--- src/verilog/rlp_pkg.sv ---
// Package: register map, field layout, reset values of the sleep/mask bank.
package rlp_pkg;

  // ****************************************************************
  // Bus geometry
  // ****************************************************************
  localparam int unsigned APB_AW = 12;
  localparam int unsigned APB_DW = 32;
  localparam int unsigned REG_W = 16;

  // ****************************************************************
  // Register indices (byte address is four times the index)
  // ****************************************************************
  localparam logic [7:0] IDX_SLEEP_CFG = 8'hD3;
  localparam logic [7:0] IDX_FAULT_MASK = 8'hD7;
  localparam logic [7:0] IDX_BANDGAP = 8'hD8;
  localparam logic [7:0] IDX_OSC = 8'hD9;
  localparam logic [7:0] IDX_UNLOCK_KEY = 8'hDB;
  localparam logic [7:0] IDX_HIB_CTRL = 8'hF0;
  localparam logic [7:0] IDX_IRQ_STAT = 8'hF1;
  localparam logic [7:0] IDX_IRQ_MASK = 8'hF2;
  localparam logic [7:0] IDX_FAULT_STAT = 8'hF3;

  // ****************************************************************
  // Field positions and reset values
  // ****************************************************************
  localparam int unsigned SLP_MODE_LSB = 12;
  localparam int unsigned SLP_TRIG_LSB = 8;
  localparam int unsigned SLP_VCODE_LSB = 0;
  localparam logic [1:0] SLP_MODE_RST = 2'h0;
  localparam logic [1:0] SLP_TRIG_RST = 2'h0;
  localparam logic [4:0] SLP_VCODE_RST = 5'h1C;
  localparam logic [1:0] MODE_VOLT_IMAGE = 2'h0;
  localparam logic [1:0] MODE_OUTPUT_OFF = 2'h1;
  localparam logic [1:0] TRIG_HIB_BIT = 2'h0;
  localparam int unsigned MASK_LS_BIT = 15;
  localparam int unsigned MASK_LIN_LSB = 8;
  localparam int unsigned MASK_CONV_LSB = 0;
  localparam logic [15:0] MASK_VALID = 16'h8F3F;
  localparam logic [15:0] MASK_RST = 16'h0000;
  localparam int unsigned FUSE_LOAD_BIT = 15;
  localparam logic [15:0] KEY_RST = 16'h0000;
  localparam logic [15:0] UNLOCK_VALUE = 16'h0013;

  // ****************************************************************
  // Interrupt layout and input synchroniser width
  // ****************************************************************
  localparam int unsigned IRQ_W = 5;
  localparam int unsigned IRQ_FAULT = 0;
  localparam int unsigned IRQ_HIB = 1;
  localparam int unsigned IRQ_BG_LATCH = 2;
  localparam int unsigned IRQ_OSC_LATCH = 3;
  localparam int unsigned IRQ_LOCKED = 4;
  localparam int unsigned SYNC_W = 19;

endpackage : rlp_pkg

--- src/verilog/rlp_sync_if.sv ---
// Interface: raw pin levels in, synchronised levels out.
`timescale 1ns/1ps
interface rlp_sync_if;
  import rlp_pkg::*;
  logic [SYNC_W-1:0] raw;
  logic [SYNC_W-1:0] synced;
  modport user (output raw, input synced);
  modport syncer (input raw, output synced);
endinterface : rlp_sync_if

--- src/verilog/rlp_sync.sv ---
// Module: two-flop synchroniser for the asynchronous pin inputs.
`timescale 1ns/1ps
module rlp_sync (
  input wire logic clk_sys_i,
  input wire logic rst_i,
  input wire logic ce_i,
  rlp_sync_if.syncer bus
);
  import rlp_pkg::*;

  // ****************************************************************
  // Synchroniser stages
  // ****************************************************************
  // The first stage feeds only the second; nothing else may look at it.
  genvar gi;
  generate
    for (gi = 0; gi < SYNC_W; gi++) begin : g_bit
      logic meta_q;
      logic sync_q;
      // Two flops per pin, frozen with the clock enable like all state.
      always_ff @(posedge clk_sys_i or posedge rst_i) begin
        if (rst_i) begin
          meta_q <= 1'b0;
          sync_q <= 1'b0;
        end else if (ce_i) begin
          meta_q <= bus.raw[gi];
          sync_q <= meta_q;
        end
      end
      assign bus.synced[gi] = sync_q;
    end
  endgenerate

endmodule : rlp_sync

--- src/verilog/rlp_regs.sv ---
// Module: regulator-4 sleep, supply-fault mask and fuse-load register bank.
//
// The APB interface to the registers was decided locally.
`timescale 1ns/1ps
// Notes on behaviour
// - Sleep behaviour 00 uses sleep voltage code, 01 turns regulator off.
// - Trigger select 00 hibernate bit, 01/10/11 low-power inputs one..three.
// - Five-bit sleep voltage code, default 1_1100, passed to regulator.
// - Power state machine reset restores sleep fields to fixed defaults.
// - Mask bit 0 lets the supply fault through, 1 blocks it.
// - Limit switch fault mask sits at bit 15.
// - Linear regulator one to four masks sit at bits 8 to 11.
// - Converter one to six masks sit at bits 0 to 5.
// - Power state machine reset clears every fault mask bit.
// - Bandgap control bit 15 powers the trim fuses; software holds it.
// - Oscillator bit 15 is a fuse-load control like the bandgap one.
// - Oscillator fuse-load writes ignored unless security unlock done.
// - Locked writes accepted only while the key register holds 0013h.
module rlp_regs (
  input wire logic clk_sys_i,
  input wire logic rst_i,
  input wire logic ce_i,
  input wire logic psm_reset_i,
  input wire logic psel_i,
  input wire logic penable_i,
  input wire logic pwrite_i,
  input wire logic [rlp_pkg::APB_AW-1:0] paddr_i,
  input wire logic [rlp_pkg::APB_DW-1:0] pwdata_i,
  output logic [rlp_pkg::APB_DW-1:0] prdata_o,
  output logic pready_o,
  output logic pslverr_o,
  input wire logic [rlp_pkg::REG_W-1:0] supply_fault_i,
  input wire logic low_power_input_one_i,
  input wire logic low_power_input_two_i,
  input wire logic low_power_input_three_i,
  output logic supply_fault_n_o,
  output logic reg4_sleep_o,
  output logic reg4_use_sleep_voltage_o,
  output logic reg4_output_off_o,
  output logic [4:0] reg4_sleep_voltage_code_o,
  output logic bandgap_fuse_load_o,
  output logic bandgap_trim_latch_o,
  output logic osc_fuse_load_o,
  output logic osc_trim_latch_o,
  output logic irq_o
);
  import rlp_pkg::*;

  // ****************************************************************
  // Declarations
  // ****************************************************************
  rlp_sync_if sync_bus ();
  logic [1:0] sleep_mode_q;
  logic [1:0] sleep_trig_q;
  logic [4:0] sleep_vcode_q;
  logic [REG_W-1:0] fault_mask_q;
  logic bg_load_q;
  logic osc_load_q;
  logic [REG_W-1:0] key_q;
  logic hib_bit_q;
  logic [IRQ_W-1:0] irq_stat_q;
  logic [IRQ_W-1:0] irq_stat_d;
  logic [IRQ_W-1:0] irq_mask_q;
  logic [IRQ_W-1:0] irq_event;
  logic irq_q;
  logic [APB_DW-1:0] prdata_q;
  logic slverr_q;
  logic fault_n_q;
  logic sleep_q;
  logic use_vimg_q;
  logic off_q;
  logic bg_latch_q;
  logic osc_latch_q;
  logic [REG_W-1:0] fault_sync;
  logic [2:0] lp_sync;
  logic [7:0] idx;
  logic hit;
  logic sel_cfg, sel_mask, sel_bg, sel_osc, sel_key;
  logic sel_hib, sel_stat, sel_imask, sel_fstat;
  logic wr_acc;
  logic unlocked;
  logic osc_refused;
  logic bg_latch_d;
  logic osc_latch_d;
  logic hib_now;
  logic fault_active;
  logic [REG_W-1:0] rdata;

  // ****************************************************************
  // Pin synchronisers
  // ****************************************************************
  // Faults and low-power pins come from outside the clock domain.
  assign sync_bus.raw = {low_power_input_three_i, low_power_input_two_i,
                         low_power_input_one_i, supply_fault_i};
  assign fault_sync = sync_bus.synced[REG_W-1:0];
  assign lp_sync = sync_bus.synced[SYNC_W-1:REG_W];

  rlp_sync u_sync (
    .clk_sys_i (clk_sys_i),
    .rst_i (rst_i),
    .ce_i (ce_i),
    .bus (sync_bus.syncer)
  );

  // ****************************************************************
  // Address decode
  // ****************************************************************
  // Only word-aligned addresses inside the low kilobyte are mapped.
  assign idx = paddr_i[9:2];

  always_comb begin
    sel_cfg = 1'b0;
    sel_mask = 1'b0;
    sel_bg = 1'b0;
    sel_osc = 1'b0;
    sel_key = 1'b0;
    sel_hib = 1'b0;
    sel_stat = 1'b0;
    sel_imask = 1'b0;
    sel_fstat = 1'b0;
    hit = 1'b1;
    if ((paddr_i[1:0] != 2'h0) || (paddr_i[11:10] != 2'h0)) begin
      hit = 1'b0;
    end else if (idx == IDX_SLEEP_CFG) begin
      sel_cfg = 1'b1;
    end else if (idx == IDX_FAULT_MASK) begin
      sel_mask = 1'b1;
    end else if (idx == IDX_BANDGAP) begin
      sel_bg = 1'b1;
    end else if (idx == IDX_OSC) begin
      sel_osc = 1'b1;
    end else if (idx == IDX_UNLOCK_KEY) begin
      sel_key = 1'b1;
    end else if (idx == IDX_HIB_CTRL) begin
      sel_hib = 1'b1;
    end else if (idx == IDX_IRQ_STAT) begin
      sel_stat = 1'b1;
    end else if (idx == IDX_IRQ_MASK) begin
      sel_imask = 1'b1;
    end else if (idx == IDX_FAULT_STAT) begin
      sel_fstat = 1'b1;
    end else begin
      hit = 1'b0;
    end
  end

  // Writes land in the access phase; the slave never inserts wait states.
  assign wr_acc = psel_i & penable_i & pwrite_i & hit;
  assign pready_o = 1'b1;
  assign unlocked = (key_q == UNLOCK_VALUE);
  assign osc_refused = wr_acc & sel_osc & ~unlocked;

  // ****************************************************************
  // Regulator-4 sleep configuration
  // ****************************************************************
  // State machine reset beats a write in the same cycle.
  always_ff @(posedge clk_sys_i or posedge rst_i) begin
    if (rst_i) begin
      sleep_mode_q <= SLP_MODE_RST;
      sleep_trig_q <= SLP_TRIG_RST;
      sleep_vcode_q <= SLP_VCODE_RST;
    end else if (ce_i) begin
      if (psm_reset_i) begin
        sleep_mode_q <= SLP_MODE_RST;
        sleep_trig_q <= SLP_TRIG_RST;
        sleep_vcode_q <= SLP_VCODE_RST;
      end else if (wr_acc && sel_cfg) begin
        // Reserved behaviour codes are kept as written.
        sleep_mode_q <= pwdata_i[SLP_MODE_LSB +: 2];
        sleep_trig_q <= pwdata_i[SLP_TRIG_LSB +: 2];
        sleep_vcode_q <= pwdata_i[SLP_VCODE_LSB +: 5];
      end
    end
  end

  // ****************************************************************
  // Supply-fault masks
  // ****************************************************************
  // Unused mask positions are not stored and read as zero.
  always_ff @(posedge clk_sys_i or posedge rst_i) begin
    if (rst_i) begin
      fault_mask_q <= MASK_RST;
    end else if (ce_i) begin
      if (psm_reset_i) begin
        fault_mask_q <= MASK_RST;
      end else if (wr_acc && sel_mask) begin
        fault_mask_q <= pwdata_i[REG_W-1:0] & MASK_VALID;
      end
    end
  end

  // ****************************************************************
  // Unlock key, hibernate bit and fuse-load controls
  // ****************************************************************
  // The key stays valid until overwritten or cleared by state machine reset, so a sequence of locked
  // writes needs only one unlock.
  always_ff @(posedge clk_sys_i or posedge rst_i) begin
    if (rst_i) begin
      key_q <= KEY_RST;
      hib_bit_q <= 1'b0;
    end else if (ce_i) begin
      if (psm_reset_i) begin
        key_q <= KEY_RST;
        hib_bit_q <= 1'b0;
      end else begin
        if (wr_acc && sel_key) begin
          key_q <= pwdata_i[REG_W-1:0];
        end
        if (wr_acc && sel_hib) begin
          hib_bit_q <= pwdata_i[0];
        end
      end
    end
  end

  // A falling load bit marks the moment the fused trim is captured.
  assign bg_latch_d = wr_acc & sel_bg & bg_load_q
                      & ~pwdata_i[FUSE_LOAD_BIT];
  assign osc_latch_d = wr_acc & sel_osc & unlocked & osc_load_q
                       & ~pwdata_i[FUSE_LOAD_BIT];

  // Fuse current follows the stored bit for as long as software holds it.
  always_ff @(posedge clk_sys_i or posedge rst_i) begin
    if (rst_i) begin
      bg_load_q <= 1'b0;
      osc_load_q <= 1'b0;
      bg_latch_q <= 1'b0;
      osc_latch_q <= 1'b0;
    end else if (ce_i) begin
      bg_latch_q <= bg_latch_d;
      osc_latch_q <= osc_latch_d;
      if (psm_reset_i) begin
        bg_load_q <= 1'b0;
        osc_load_q <= 1'b0;
      end else begin
        if (wr_acc && sel_bg) begin
          bg_load_q <= pwdata_i[FUSE_LOAD_BIT];
        end
        if (wr_acc && sel_osc && unlocked) begin
          osc_load_q <= pwdata_i[FUSE_LOAD_BIT];
        end
      end
    end
  end

  assign bandgap_fuse_load_o = bg_load_q;
  assign osc_fuse_load_o = osc_load_q;
  assign bandgap_trim_latch_o = bg_latch_q;
  assign osc_trim_latch_o = osc_latch_q;

  // ****************************************************************
  // Hibernate control of regulator 4
  // ****************************************************************
  // Trigger source chosen by the select field.
  always_comb begin
    case (sleep_trig_q)
      TRIG_HIB_BIT: hib_now = hib_bit_q;
      2'h1: hib_now = lp_sync[0];
      2'h2: hib_now = lp_sync[1];
      default: hib_now = lp_sync[2];
    endcase
  end

  // Reserved modes leave the regulator as it was: neither override.
  always_ff @(posedge clk_sys_i or posedge rst_i) begin
    if (rst_i) begin
      sleep_q <= 1'b0;
      use_vimg_q <= 1'b0;
      off_q <= 1'b0;
    end else if (ce_i) begin
      sleep_q <= hib_now;
      use_vimg_q <= hib_now & (sleep_mode_q == MODE_VOLT_IMAGE);
      off_q <= hib_now & (sleep_mode_q == MODE_OUTPUT_OFF);
    end
  end

  assign reg4_sleep_o = sleep_q;
  assign reg4_use_sleep_voltage_o = use_vimg_q;
  assign reg4_output_off_o = off_q;
  assign reg4_sleep_voltage_code_o = sleep_vcode_q;

  // ****************************************************************
  // Supply-fault output
  // ****************************************************************
  // A set mask bit removes that supply from the combined fault.
  assign fault_active = |(fault_sync & ~fault_mask_q & MASK_VALID);

  always_ff @(posedge clk_sys_i or posedge rst_i) begin
    if (rst_i) begin
      fault_n_q <= 1'b1;
    end else if (ce_i) begin
      fault_n_q <= ~fault_active;
    end
  end

  assign supply_fault_n_o = fault_n_q;

  // ****************************************************************
  // Interrupt status and mask
  // ****************************************************************
  assign irq_event[IRQ_FAULT] = fault_active & fault_n_q;
  assign irq_event[IRQ_HIB] = hib_now & ~sleep_q;
  assign irq_event[IRQ_BG_LATCH] = bg_latch_d;
  assign irq_event[IRQ_OSC_LATCH] = osc_latch_d;
  assign irq_event[IRQ_LOCKED] = osc_refused;

  // Write one to clear; a new event in the clearing cycle still sets.
  always_comb begin
    irq_stat_d = irq_stat_q;
    if (wr_acc && sel_stat) begin
      irq_stat_d = irq_stat_q & ~pwdata_i[IRQ_W-1:0];
    end
    irq_stat_d = irq_stat_d | irq_event;
  end

  always_ff @(posedge clk_sys_i or posedge rst_i) begin
    if (rst_i) begin
      irq_stat_q <= '0;
      irq_mask_q <= '0;
      irq_q <= 1'b0;
    end else if (ce_i) begin
      irq_stat_q <= irq_stat_d;
      irq_q <= |(irq_stat_q & irq_mask_q);
      if (wr_acc && sel_imask) begin
        irq_mask_q <= pwdata_i[IRQ_W-1:0];
      end
    end
  end

  assign irq_o = irq_q;

  // ****************************************************************
  // Read path
  // ****************************************************************
  always_comb begin
    rdata = '0;
    if (sel_cfg) begin
      rdata[SLP_MODE_LSB +: 2] = sleep_mode_q;
      rdata[SLP_TRIG_LSB +: 2] = sleep_trig_q;
      rdata[SLP_VCODE_LSB +: 5] = sleep_vcode_q;
    end else if (sel_mask) begin
      rdata = fault_mask_q;
    end else if (sel_bg) begin
      rdata[FUSE_LOAD_BIT] = bg_load_q;
    end else if (sel_osc) begin
      rdata[FUSE_LOAD_BIT] = osc_load_q;
    end else if (sel_key) begin
      rdata = key_q;
    end else if (sel_hib) begin
      rdata[0] = hib_bit_q;
    end else if (sel_stat) begin
      rdata[IRQ_W-1:0] = irq_stat_q;
    end else if (sel_imask) begin
      rdata[IRQ_W-1:0] = irq_mask_q;
    end else if (sel_fstat) begin
      rdata = fault_sync & MASK_VALID;
    end
  end

  // Read data and error are captured in the setup phase, so the access
  // phase always completes in one cycle.
  always_ff @(posedge clk_sys_i or posedge rst_i) begin
    if (rst_i) begin
      prdata_q <= '0;
      slverr_q <= 1'b0;
    end else if (ce_i) begin
      if (psel_i && !penable_i) begin
        prdata_q <= pwrite_i ? '0 : {16'h0000, rdata};
        slverr_q <= ~hit;
      end
    end
  end

  assign prdata_o = prdata_q;
  assign pslverr_o = slverr_q & psel_i & penable_i;
endmodule : rlp_regs

--- config.mk ---
export PLATFORM = sky130hd
export DESIGN_NAME = rlp_regs
export DESIGN_NICKNAME = d
export VERILOG_FILES = /design/src/verilog/rlp_pkg.sv /design/src/verilog/rlp_sync_if.sv /design/src/verilog/rlp_sync.sv /design/src/verilog/rlp_regs.sv
export SDC_FILE = /design/constraint.sdc
export NUM_CORES = 1
export LEC_CHECK = 0
export ABC_AREA = 1
export BUFFER_PORTS_ARGS = -buffer_cell sky130_fd_sc_hd__buf_2
export CAP_MARGIN = 0
export CORE_ASPECT_RATIO = 2
export CORE_UTILIZATION = 54
export CTS_BUF_LIST = sky130_fd_sc_hd__clkbuf_8 sky130_fd_sc_hd__clkbuf_16
export CTS_CLUSTER_DIAMETER = 100
export DETAILED_ROUTE_END_ITERATION = 10
export PLACE_DENSITY = 0.8
export SYNTH_ARGS = -nofsm -noshare
export SYNTH_HDL_FRONTEND = slang
export SYNTH_SLANG_ARGS = --single-unit
--- constraint.sdc ---
create_clock -name clk_sys_i -period 4 [get_ports clk_sys_i]
set_clock_uncertainty 0.2 [all_clocks]
set_input_delay 0.8 -clock clk_sys_i [delete_from_list [all_inputs] [get_ports clk_sys_i]]
set_output_delay 0.8 -clock clk_sys_i [all_outputs]
set_load 0.1 [all_outputs]
; ---- Word level (Yosys, flattened, before mapping)
; Index checks and enable logic that the tools add are counted.
[op_classes]
reduce_logical = 32
bitwise = 28
muxes = 109
eq_ne = 13
[op_table]
columns = op, count
row1 = two-way mux 16 bit, 16
row2 = "== test 8 bit, second input constant", 9
row3 = two-way mux 1 bit, 72
row4 = two-way mux 15 bit, 3
row5 = two-way mux 5 bit, 6
row6 = two-way mux 11 bit, 2
row7 = bitwise AND 1 bit, 17
row8 = bitwise AND 16 bit, 1
row9 = "== test 16 x 5 -> 1 bit, second input constant", 1
row10 = two-way mux 2 bit, 8
row11 = NOT 16 bit, 1
row12 = AND reduction 2 bit, 8
row13 = nonzero test 2 bit, 8
row14 = OR reduction 11 bit, 1
row15 = bitwise AND 5 bit, 2
row16 = logical AND 1 bit, 10
row17 = NOT 1 bit, 5
row18 = NOT 5 bit, 1
row19 = bitwise OR 5 bit, 1
row20 = OR reduction 5 bit, 1
row21 = "== test 2 x 1 -> 1 bit, second input constant", 2
row22 = zero test 2 bit, 2
row23 = two-way mux 3 bit, 1
row24 = case mux 1 bit (3 select lines), 1
row25 = other kinds (3), 3
[totals]
input_bits = 70
output_inout_bits = 48
word_cells = 239
regBits = 132

; ---- Logic depth before layout (Yosys ltp)
; Gate-level depths: netlist (run 1).
[logic_depth]
word_depth = 29
depth_mapped = 14
ltp_nobuf = 14

; ---- Hierarchy
; Synthesis (run 1) repeated with hierarchy kept, for this count alone.
[unflattened]
hier_cells = 753
hier_area_um2 = 5765.5
[by_module_without_submodules]
columns = module, cells_each, area_per_inst_um2, seq_area_each_um2, instances
row1 = rlp_regs, 572, 4166.5, 1831.8, 1
row2 = rlp_sync, 181, 1599.0, 950.9, 1

; ---- Worst setup path before layout (run 1)
; Ideal clock, no wire load.
[synth_timing]
kind = input to output
from = in psel_i
to = out pslverr_o
arrival_time_ns = 2.109
path_buffers = 0
cell_stages = 2
required_time_ns = 3.000
path_slack_ns = 0.891
path_cell_list = nand2_1 -> nor2_1
[synth_via]
elab_chain_cells = 2
[synth_rtl]
columns = item, line
row1 = start: declaration, rlp_regs.sv:24  ; input wire logic psel_i,
row2 = bitwise AND 1 bit (2 in a row), rlp_regs.sv:375  ; assign pslverr_o = slverr_q & psel_i & penable_i;
row3 = end: declaration, rlp_regs.sv:31  ; output logic pslverr_o,
; Every way passes these cells.

; ---- Worst setup path in the final report (run 1)
[layout_timing]
from = in ce_i
to = reg key_q[3]
[layout_via]
elab_chain_cells = 1
[layout_rtl]
columns = item, line
row1 = start: declaration, rlp_regs.sv:22  ; input wire logic ce_i,
row2 = AND reduction 2 bit (no source line), -
row3 = end signal: assignment, rlp_regs.sv:207  ; key_q <= pwdata_i[REG_W-1:0];
row4 = end: declaration, rlp_regs.sv:59  ; logic [REG_W-1:0] key_q;
; Every way passes these cells.
; A chain may end at the register's enable or synchronous reset.

==> impl_metrics.csv, run 1 <==
group,metric,value,unit
drt,vias,4474,
drt,drtIter0Drc,233,
run,max_cap_violations,0,
floorplanning,die_w,69.7,um
clock_network,ctsResizeCount,0,
drt,vias_per_cell,5.47,
logic_synthesis,syn_avg_cell_area,7.82,um^2
logic_synthesis,yosysMostFrequentCell,"nand2_1",
logic_synthesis,syn_area,4940,um^2
placed_design,gp_congestion,0.892,
critical_path,endpoint_kind,"flop",
logic_synthesis,async_flop_share,100,%
placed_design,place.port_buffers,79,
layout,layout.nets,781,
clock_network,holdBufCountCts,0,
sta,rsz0062_at_grt,"no",
critical_path,cp_num_buf_inv,3,
clock_network,clk_pin_slew,60,ps
layout,fin_area,5680,um^2
critical_path,max_stage_delay,510,ps
logic_synthesis,netlist.area_leader.share,49.1,%
floorplanning,row_count,49,
power_and_ir_drop,power_switching,653,uW
critical_path,critPathKind,"input pin to flop",
drt,route.detailed.drc,0,
layout,drive_gt1_share,18.0,%
clock_network,cts_sinks,101,
drt,firstDrtPassIters,5,
layout,n_antenna_cell,0,
critical_path,path_common_cell,"nand2_1",
sta,fin_crit,2620,ps
grt,grt_overflow_total,0,
sta,setup_viol,0,
critical_path,slowest_stage,"clkinv_1",
sta,worst_pin_slew,890,ps
placed_design,placed_area,5380,um^2
grt,first_global_vias,4481,
clock_network,post_cts_buffers,0,
logic_synthesis,ys_ff_latch,101,
logic_synthesis,synth_edf_count,0,
logic_synthesis,synth-main-ff-cell,"dfrtp_1",
drt,routedWlPerCell,17.0,um
logic_synthesis,yosysWarnings,0,
logic_synthesis,yosysTopAreaCell,"dfrtp_1",
sta,slew_violations,0,
critical_path,cp-start-kind,"input pin",
floorplanning,design.die.area,9570,um^2
critical_path,cp_cell_sequence,"buf_2 > clkinv_1 > nor2_8 > nand2_4 > nand2_2 > inv_1 > nand2_1 > nand2_1",
power_and_ir_drop,p_leak,0.00312,uW
sta,period_share,65.5,%
sta,tns,0,ps
floorplanning,pin_count,118,
power_and_ir_drop,total_power,2290,uW
logic_synthesis,yosys-top-cells-count,"nand2_1, dfrtp_1, inv_1, o21ai_0, nor2_1",
worst_hold_path,hold_path.class,"flop to flop",
clock_network,tritoncts,"done",
power_and_ir_drop,clockPowerShare,38.5,%
logic_synthesis,ys_types,39,
clock_network,clock_latency,350,ps
clock_network,h-tree-depth,3,
floorplanning,core,8950,um^2
power_and_ir_drop,powerDensity,403,nW/um^2
logic_synthesis,synthTopCellsByArea,"dfrtp_1, nand2_1, inv_1",
logic_synthesis,syn_inst,632,
placed_design,place_hpwl,10.4,mm
grt,grt_first_pass_wirelength,22.1,mm
critical_path,cp_max_fo,25,
grt,grt_usage,30.6,%
sta,fmax,0.382,GHz
critical_path,arrival,2650,ps
clock_network,cts_made_buffers,9,
power_and_ir_drop,p_sw_share,28.5,%
drt,wirelength,13.9,mm
power_and_ir_drop,ir_drop,305,uV
layout,syn_to_final_growth,14.8,%
logic_synthesis,ys_seq_area_share,51.2,%
clock_network,cts_buffer_depth,2,
grt,grt_max_degree,66,
floorplanning,die_y,137,um
sta,relSlewSlack,40.6,%
critical_path,cp.required,4030,ps
grt,antenna_found_initial,0,
sta,finalHoldViolations,0,
power_and_ir_drop,internal_power,1630,uW
clock_network,cts_root_buffer,"clkbuf_16",
critical_path,path_delay_family,"buffers and inverters",
status,status,"completed",
drt,ant_nets,0,
power_and_ir_drop,pwr-share-comb,13.2,%
power_and_ir_drop,pwr-share-seq,48.2,%
floorplanning,start_util,55.2,%
[power groups by stage]
stage	sequential (uW)	clock, uW	combinational [uW]
floorplan	1160	0	199
global placement	1120	0	298
detailed placement	1120	0	304
CTS	1100	890	304
global route	1110	930	328
finish	1100	881	303
[routing by layer]
metal  vias to the layer above  GRT usage, %  part of all wire, %
li1                       2136             -                    -
met3                        38          4.46                  3.9
met1                      2130          34.1                   38
met2                       170          55.6                   53
met5                         -             0                    0
met4                         0          16.8                  4.7
[worst min-delay path: cells and delay by family (launching register included)]
kind | cells | cell delay (ps)
simple gates | 2 | 90
flops | 1 | 350
[logic make-up after synthesis]
family / Yosys count / synth area share (%)
compound gates: 97 / 10.9
buf+inv: 108 / 9.84
flops: 101 / 51.2
other cells: 2 / 0.152
simple gates: 324 / 27.9
[state kept, by name, indices dropped and copies added (netlist names), 2 cells and up]
signal / flops
key_q: 16
prdata_o: 16
u_sync.g_bit.meta_q: 14
u_sync.g_bit.sync_q: 14
fault_mask_q: 11
irq_mask_q: 5
irq_stat_q: 5
reg4_sleep_voltage_code_o: 5
sleep_mode_q: 2
sleep_trig_q: 2
[layout by cell type (no fill, tap or decap), drive strengths merged]
master	n
a21oi	21
a221oi	1
a31oi	1
a32o	2
a32oi	2
buf	86
bufinv	1
clkbuf	10
clkinv	5
clkinvlp	1
conb	17
dfrtp	97
dfstp	4
inv	74
nand2	226
nand3	36
nand3b	1
nand4	7
nor2	46
nor3	5
nor4	3
o211ai	2
o21a	1
o21ai	57
o21bai	1
o221ai	3
o22ai	6
[worst paths after layout]
kind	startpoint	endpoint	slack, ps	cells after the start
worst max-delay path	ce_i	key_q[3]	1380	8
min in group asynchronous	rst_i	bandgap_trim_latch_o	410	2
worst min-delay path	u_sync.g_bit[1].meta_q	u_sync.g_bit[1].meta_q	270	2
max in group asynchronous	rst_i	reg4_sleep_voltage_code_o[2]	2370	3
worst min register to register	u_sync.g_bit[1].meta_q	u_sync.g_bit[1].meta_q	270	2
worst max register to register	key_q[11]	osc_fuse_load_o	2090	6
[through the flow]
stage / hold WS [ps] / std cells / util [%] / setup slack (ps)
detailed placement: 259 / 802 / 60.1 / 1050
CTS: 274 / 818 / 63.4 / 1390
floorplan: 242 / 647 / - / 359
finish: 273 / 818 / 63.4 / 1380
global route: 290 / 818 / 63.4 / 1260
global placement: 255 / 802 / 60.1 / 1050
[final cells by class]
| type | count | area [um^2] |
|---|---|---|
| Inverter | 75 | 285 |
| Timing Repair Buffer | 86 | 448 |
| Clock inverter | 6 | 63.8 |
| Sequential cell | 101 | 2530 |
| Tap cell | 102 | 128 |
| Multi-Input combinational cell | 438 | 1980 |
| Clock buffer | 10 | 239 |
| Fill cell | 832 | 3270 |
Note: power is estimated with default switching activity, not from simulation.
==> run 2: changes to the inputs <==
CORE_UTILIZATION = 49   (was 54)
PLACE_DENSITY = 0.77   (was 0.8)
clock period = 2.25 ns   (was 4 ns; I/O delays follow)
==> run 2 against run 1 <==
Count of clock-buffer cells in the layout down 1. Die area up 10%. Routed wire length down 7.1%. Cell count up 5.4%. Design area up 3.5%. Via count down 0.72%. Total power up 75%. Global-route usage down 4.0 points. Worst hold slack worse by 180 ps. Register-to-register slack worse by 1700 ps. Sequential power up 78%. Critical path type is now flop to output pin.
==> impl_metrics.csv, run 2 (synthesis results as in run 1) <==
group,metric,value,unit
critical_path,rr_startpoint,"key_q[15]",
clock_network,cts_buffer_depth,2,
critical_path,r2r_slack,420,ps
critical_path,critPathKind,"flop to output pin",
sta,period_share,87.4,%
clock_network,clock_latency,350,ps
layout,syn_to_final_growth,18.8,%
power_and_ir_drop,internal_power,2800,uW
power_and_ir_drop,pwr-share-seq,49.0,%
drt,wirelength,12.9,mm
sta,fin_crit,1970,ps
sta,setup_viol,0,
status,status,"completed",
critical_path,max_stage_delay,540,ps
power_and_ir_drop,clockPowerShare,37.1,%
power_and_ir_drop,ir_drop,455,uV
floorplanning,core,9760,um^2
grt,grt_usage,26.6,%
sta,finalHoldViolations,0,
placed_design,gp_congestion,0.944,
grt,grt_max_degree,39,
clock_network,tritoncts,"done",
clock_network,cts_made_buffers,9,
floorplanning,pin_count,118,
run,max_cap_violations,0,
critical_path,endpoint_kind,"output pin",
critical_path,r2r_cells,8,
floorplanning,die_y,144,um
critical_path,cp.required,1600,ps
drt,ant_nets,0,
sta,slew_violations,0,
floorplanning,row_count,51,
floorplanning,start_util,50.6,%
drt,routedWlPerCell,15.0,um
critical_path,cp_max_fo,3,
clock_network,cts_sinks,101,
drt,vias_per_cell,5.15,
placed_design,place.port_buffers,79,
layout,nFillCells,907,
critical_path,arrival,1320,ps
floorplanning,die_w,73.0,um
power_and_ir_drop,power_switching,1200,uW
layout,layout_common_cells,"nand2_1, dfrtp_1, buf_2",
layout,n_antenna_cell,0,
worst_hold_path,hold_path.class,"input pin to flop",
clock_network,h-tree-depth,3,
power_and_ir_drop,p_leak,0.00319,uW
critical_path,cp_num_buf_inv,1,
critical_path,r2r_end,"osc_fuse_load_o",
sta,rsz0062_at_grt,"no",
critical_path,slowest_stage,"dfstp_2",
drt,firstDrtPassIters,5,
floorplanning,design.die.area,10500,um^2
critical_path,path_delay_family,"flip-flops",
power_and_ir_drop,pwr-share-comb,13.9,%
grt,first_global_vias,4357,
critical_path,critPathLaunch,"supply_fault_n_o",
layout,drive_gt1_share,19.6,%
power_and_ir_drop,powerDensity,681,nW/um^2
critical_path,cp_cell_sequence,"buf_2",
layout,ff_latch_area,2530,um^2
sta,fmax,0.509,GHz
sta,tns,0,ps
clock_network,clk_pin_slew,70,ps
critical_path,cp-start-kind,"flop",
drt,route.detailed.drc,0,
drt,vias,4442,
grt,grt_first_pass_wirelength,20.7,mm
clock_network,post_cts_buffers,0,
grt,grt_overflow_total,0,
worst_hold_path,hold_path_depth,3,
drt,drtIter0Drc,205,
layout,final_common_cell,"nand2_1",
power_and_ir_drop,p_sw_share,30.0,%
placed_design,place_hpwl,10.0,mm
critical_path,cp.depth,1,
layout,layout.nets,795,
grt,antenna_found_initial,0,
layout,multi_input_area,1980,um^2
sta,whs,92.2,ps
clock_network,cts_root_buffer,"clkbuf_16",
critical_path,endpoint,"supply_fault_n_o",
[run 2: power groups by stage]
| stage | Sequential, uW | Combinational [uW] | Clock, uW |
|---|---|---|---|
| after floorplan | 2060 | 354 | 0 |
| after global placement | 1990 | 546 | 0 |
| final | 1960 | 556 | 1480 |
| after CTS | 1960 | 559 | 1510 |
| after detailed placement | 1990 | 555 | 0 |
| after global routing | 1970 | 605 | 1570 |
[run 2: metal layers]
| layer | vias up | GRT usage (%) | routed length (um) |
|---|---|---|---|
| met5 | - | 0 | 0 |
| met1 | 2072 | 28.4 | 4730 |
| met2 | 161 | 47.1 | 6920 |
| met4 | 0 | 15.8 | 619 |
| li1 | 2165 | - | - |
| met3 | 44 | 5.23 | 631 |
[run 2: per-stage QoR]
step,cell area (um^2),utilization [%],instances,power [uW],worst slack [ps]
3_5_place_dp,5580,57.1,845,2550,13.3
5_1_grt,5870,60.2,862,4140,171
2_1_floorplan,5010,-,647,2410,303
6_report,5870,60.2,862,4000,284
4_1_cts,5870,60.2,862,4020,273
3_3_place_gp,5580,57.1,845,2530,66.0
[run 2: worst min-delay path by stage]
stage / start / endpoint / slack (ps)
3_3_place_gp: u_sync.g_bit[5].meta_q / u_sync.g_bit[5].meta_q / 250
4_1_cts: low_power_input_three_i / u_sync.g_bit[18].meta_q / 90
3_5_place_dp: rst_i / prdata_o[13] / 260
6_report: low_power_input_two_i / u_sync.g_bit[17].meta_q / 90
5_1_grt: supply_fault_i[11] / u_sync.g_bit[11].meta_q / 100
2_1_floorplan: u_sync.g_bit[15].meta_q / u_sync.g_bit[15].meta_q / 240
[run 2: final cells by class]
cell class / count / area share, %
sequential: 101 / 43.1
multi-input combinational: 438 / 33.8
timing repair buffer: 100 / 10.5
inverter: 75 / 4.88
clock buffer: 9 / 3.83
tap: 132 / 2.81
clock inverter: 7 / 1.06
[run 2: repair_timing]
item,in CTS,in global routing
hold endpoints to repair,14,0
hold buffers,1,0
resized for setup,0,0
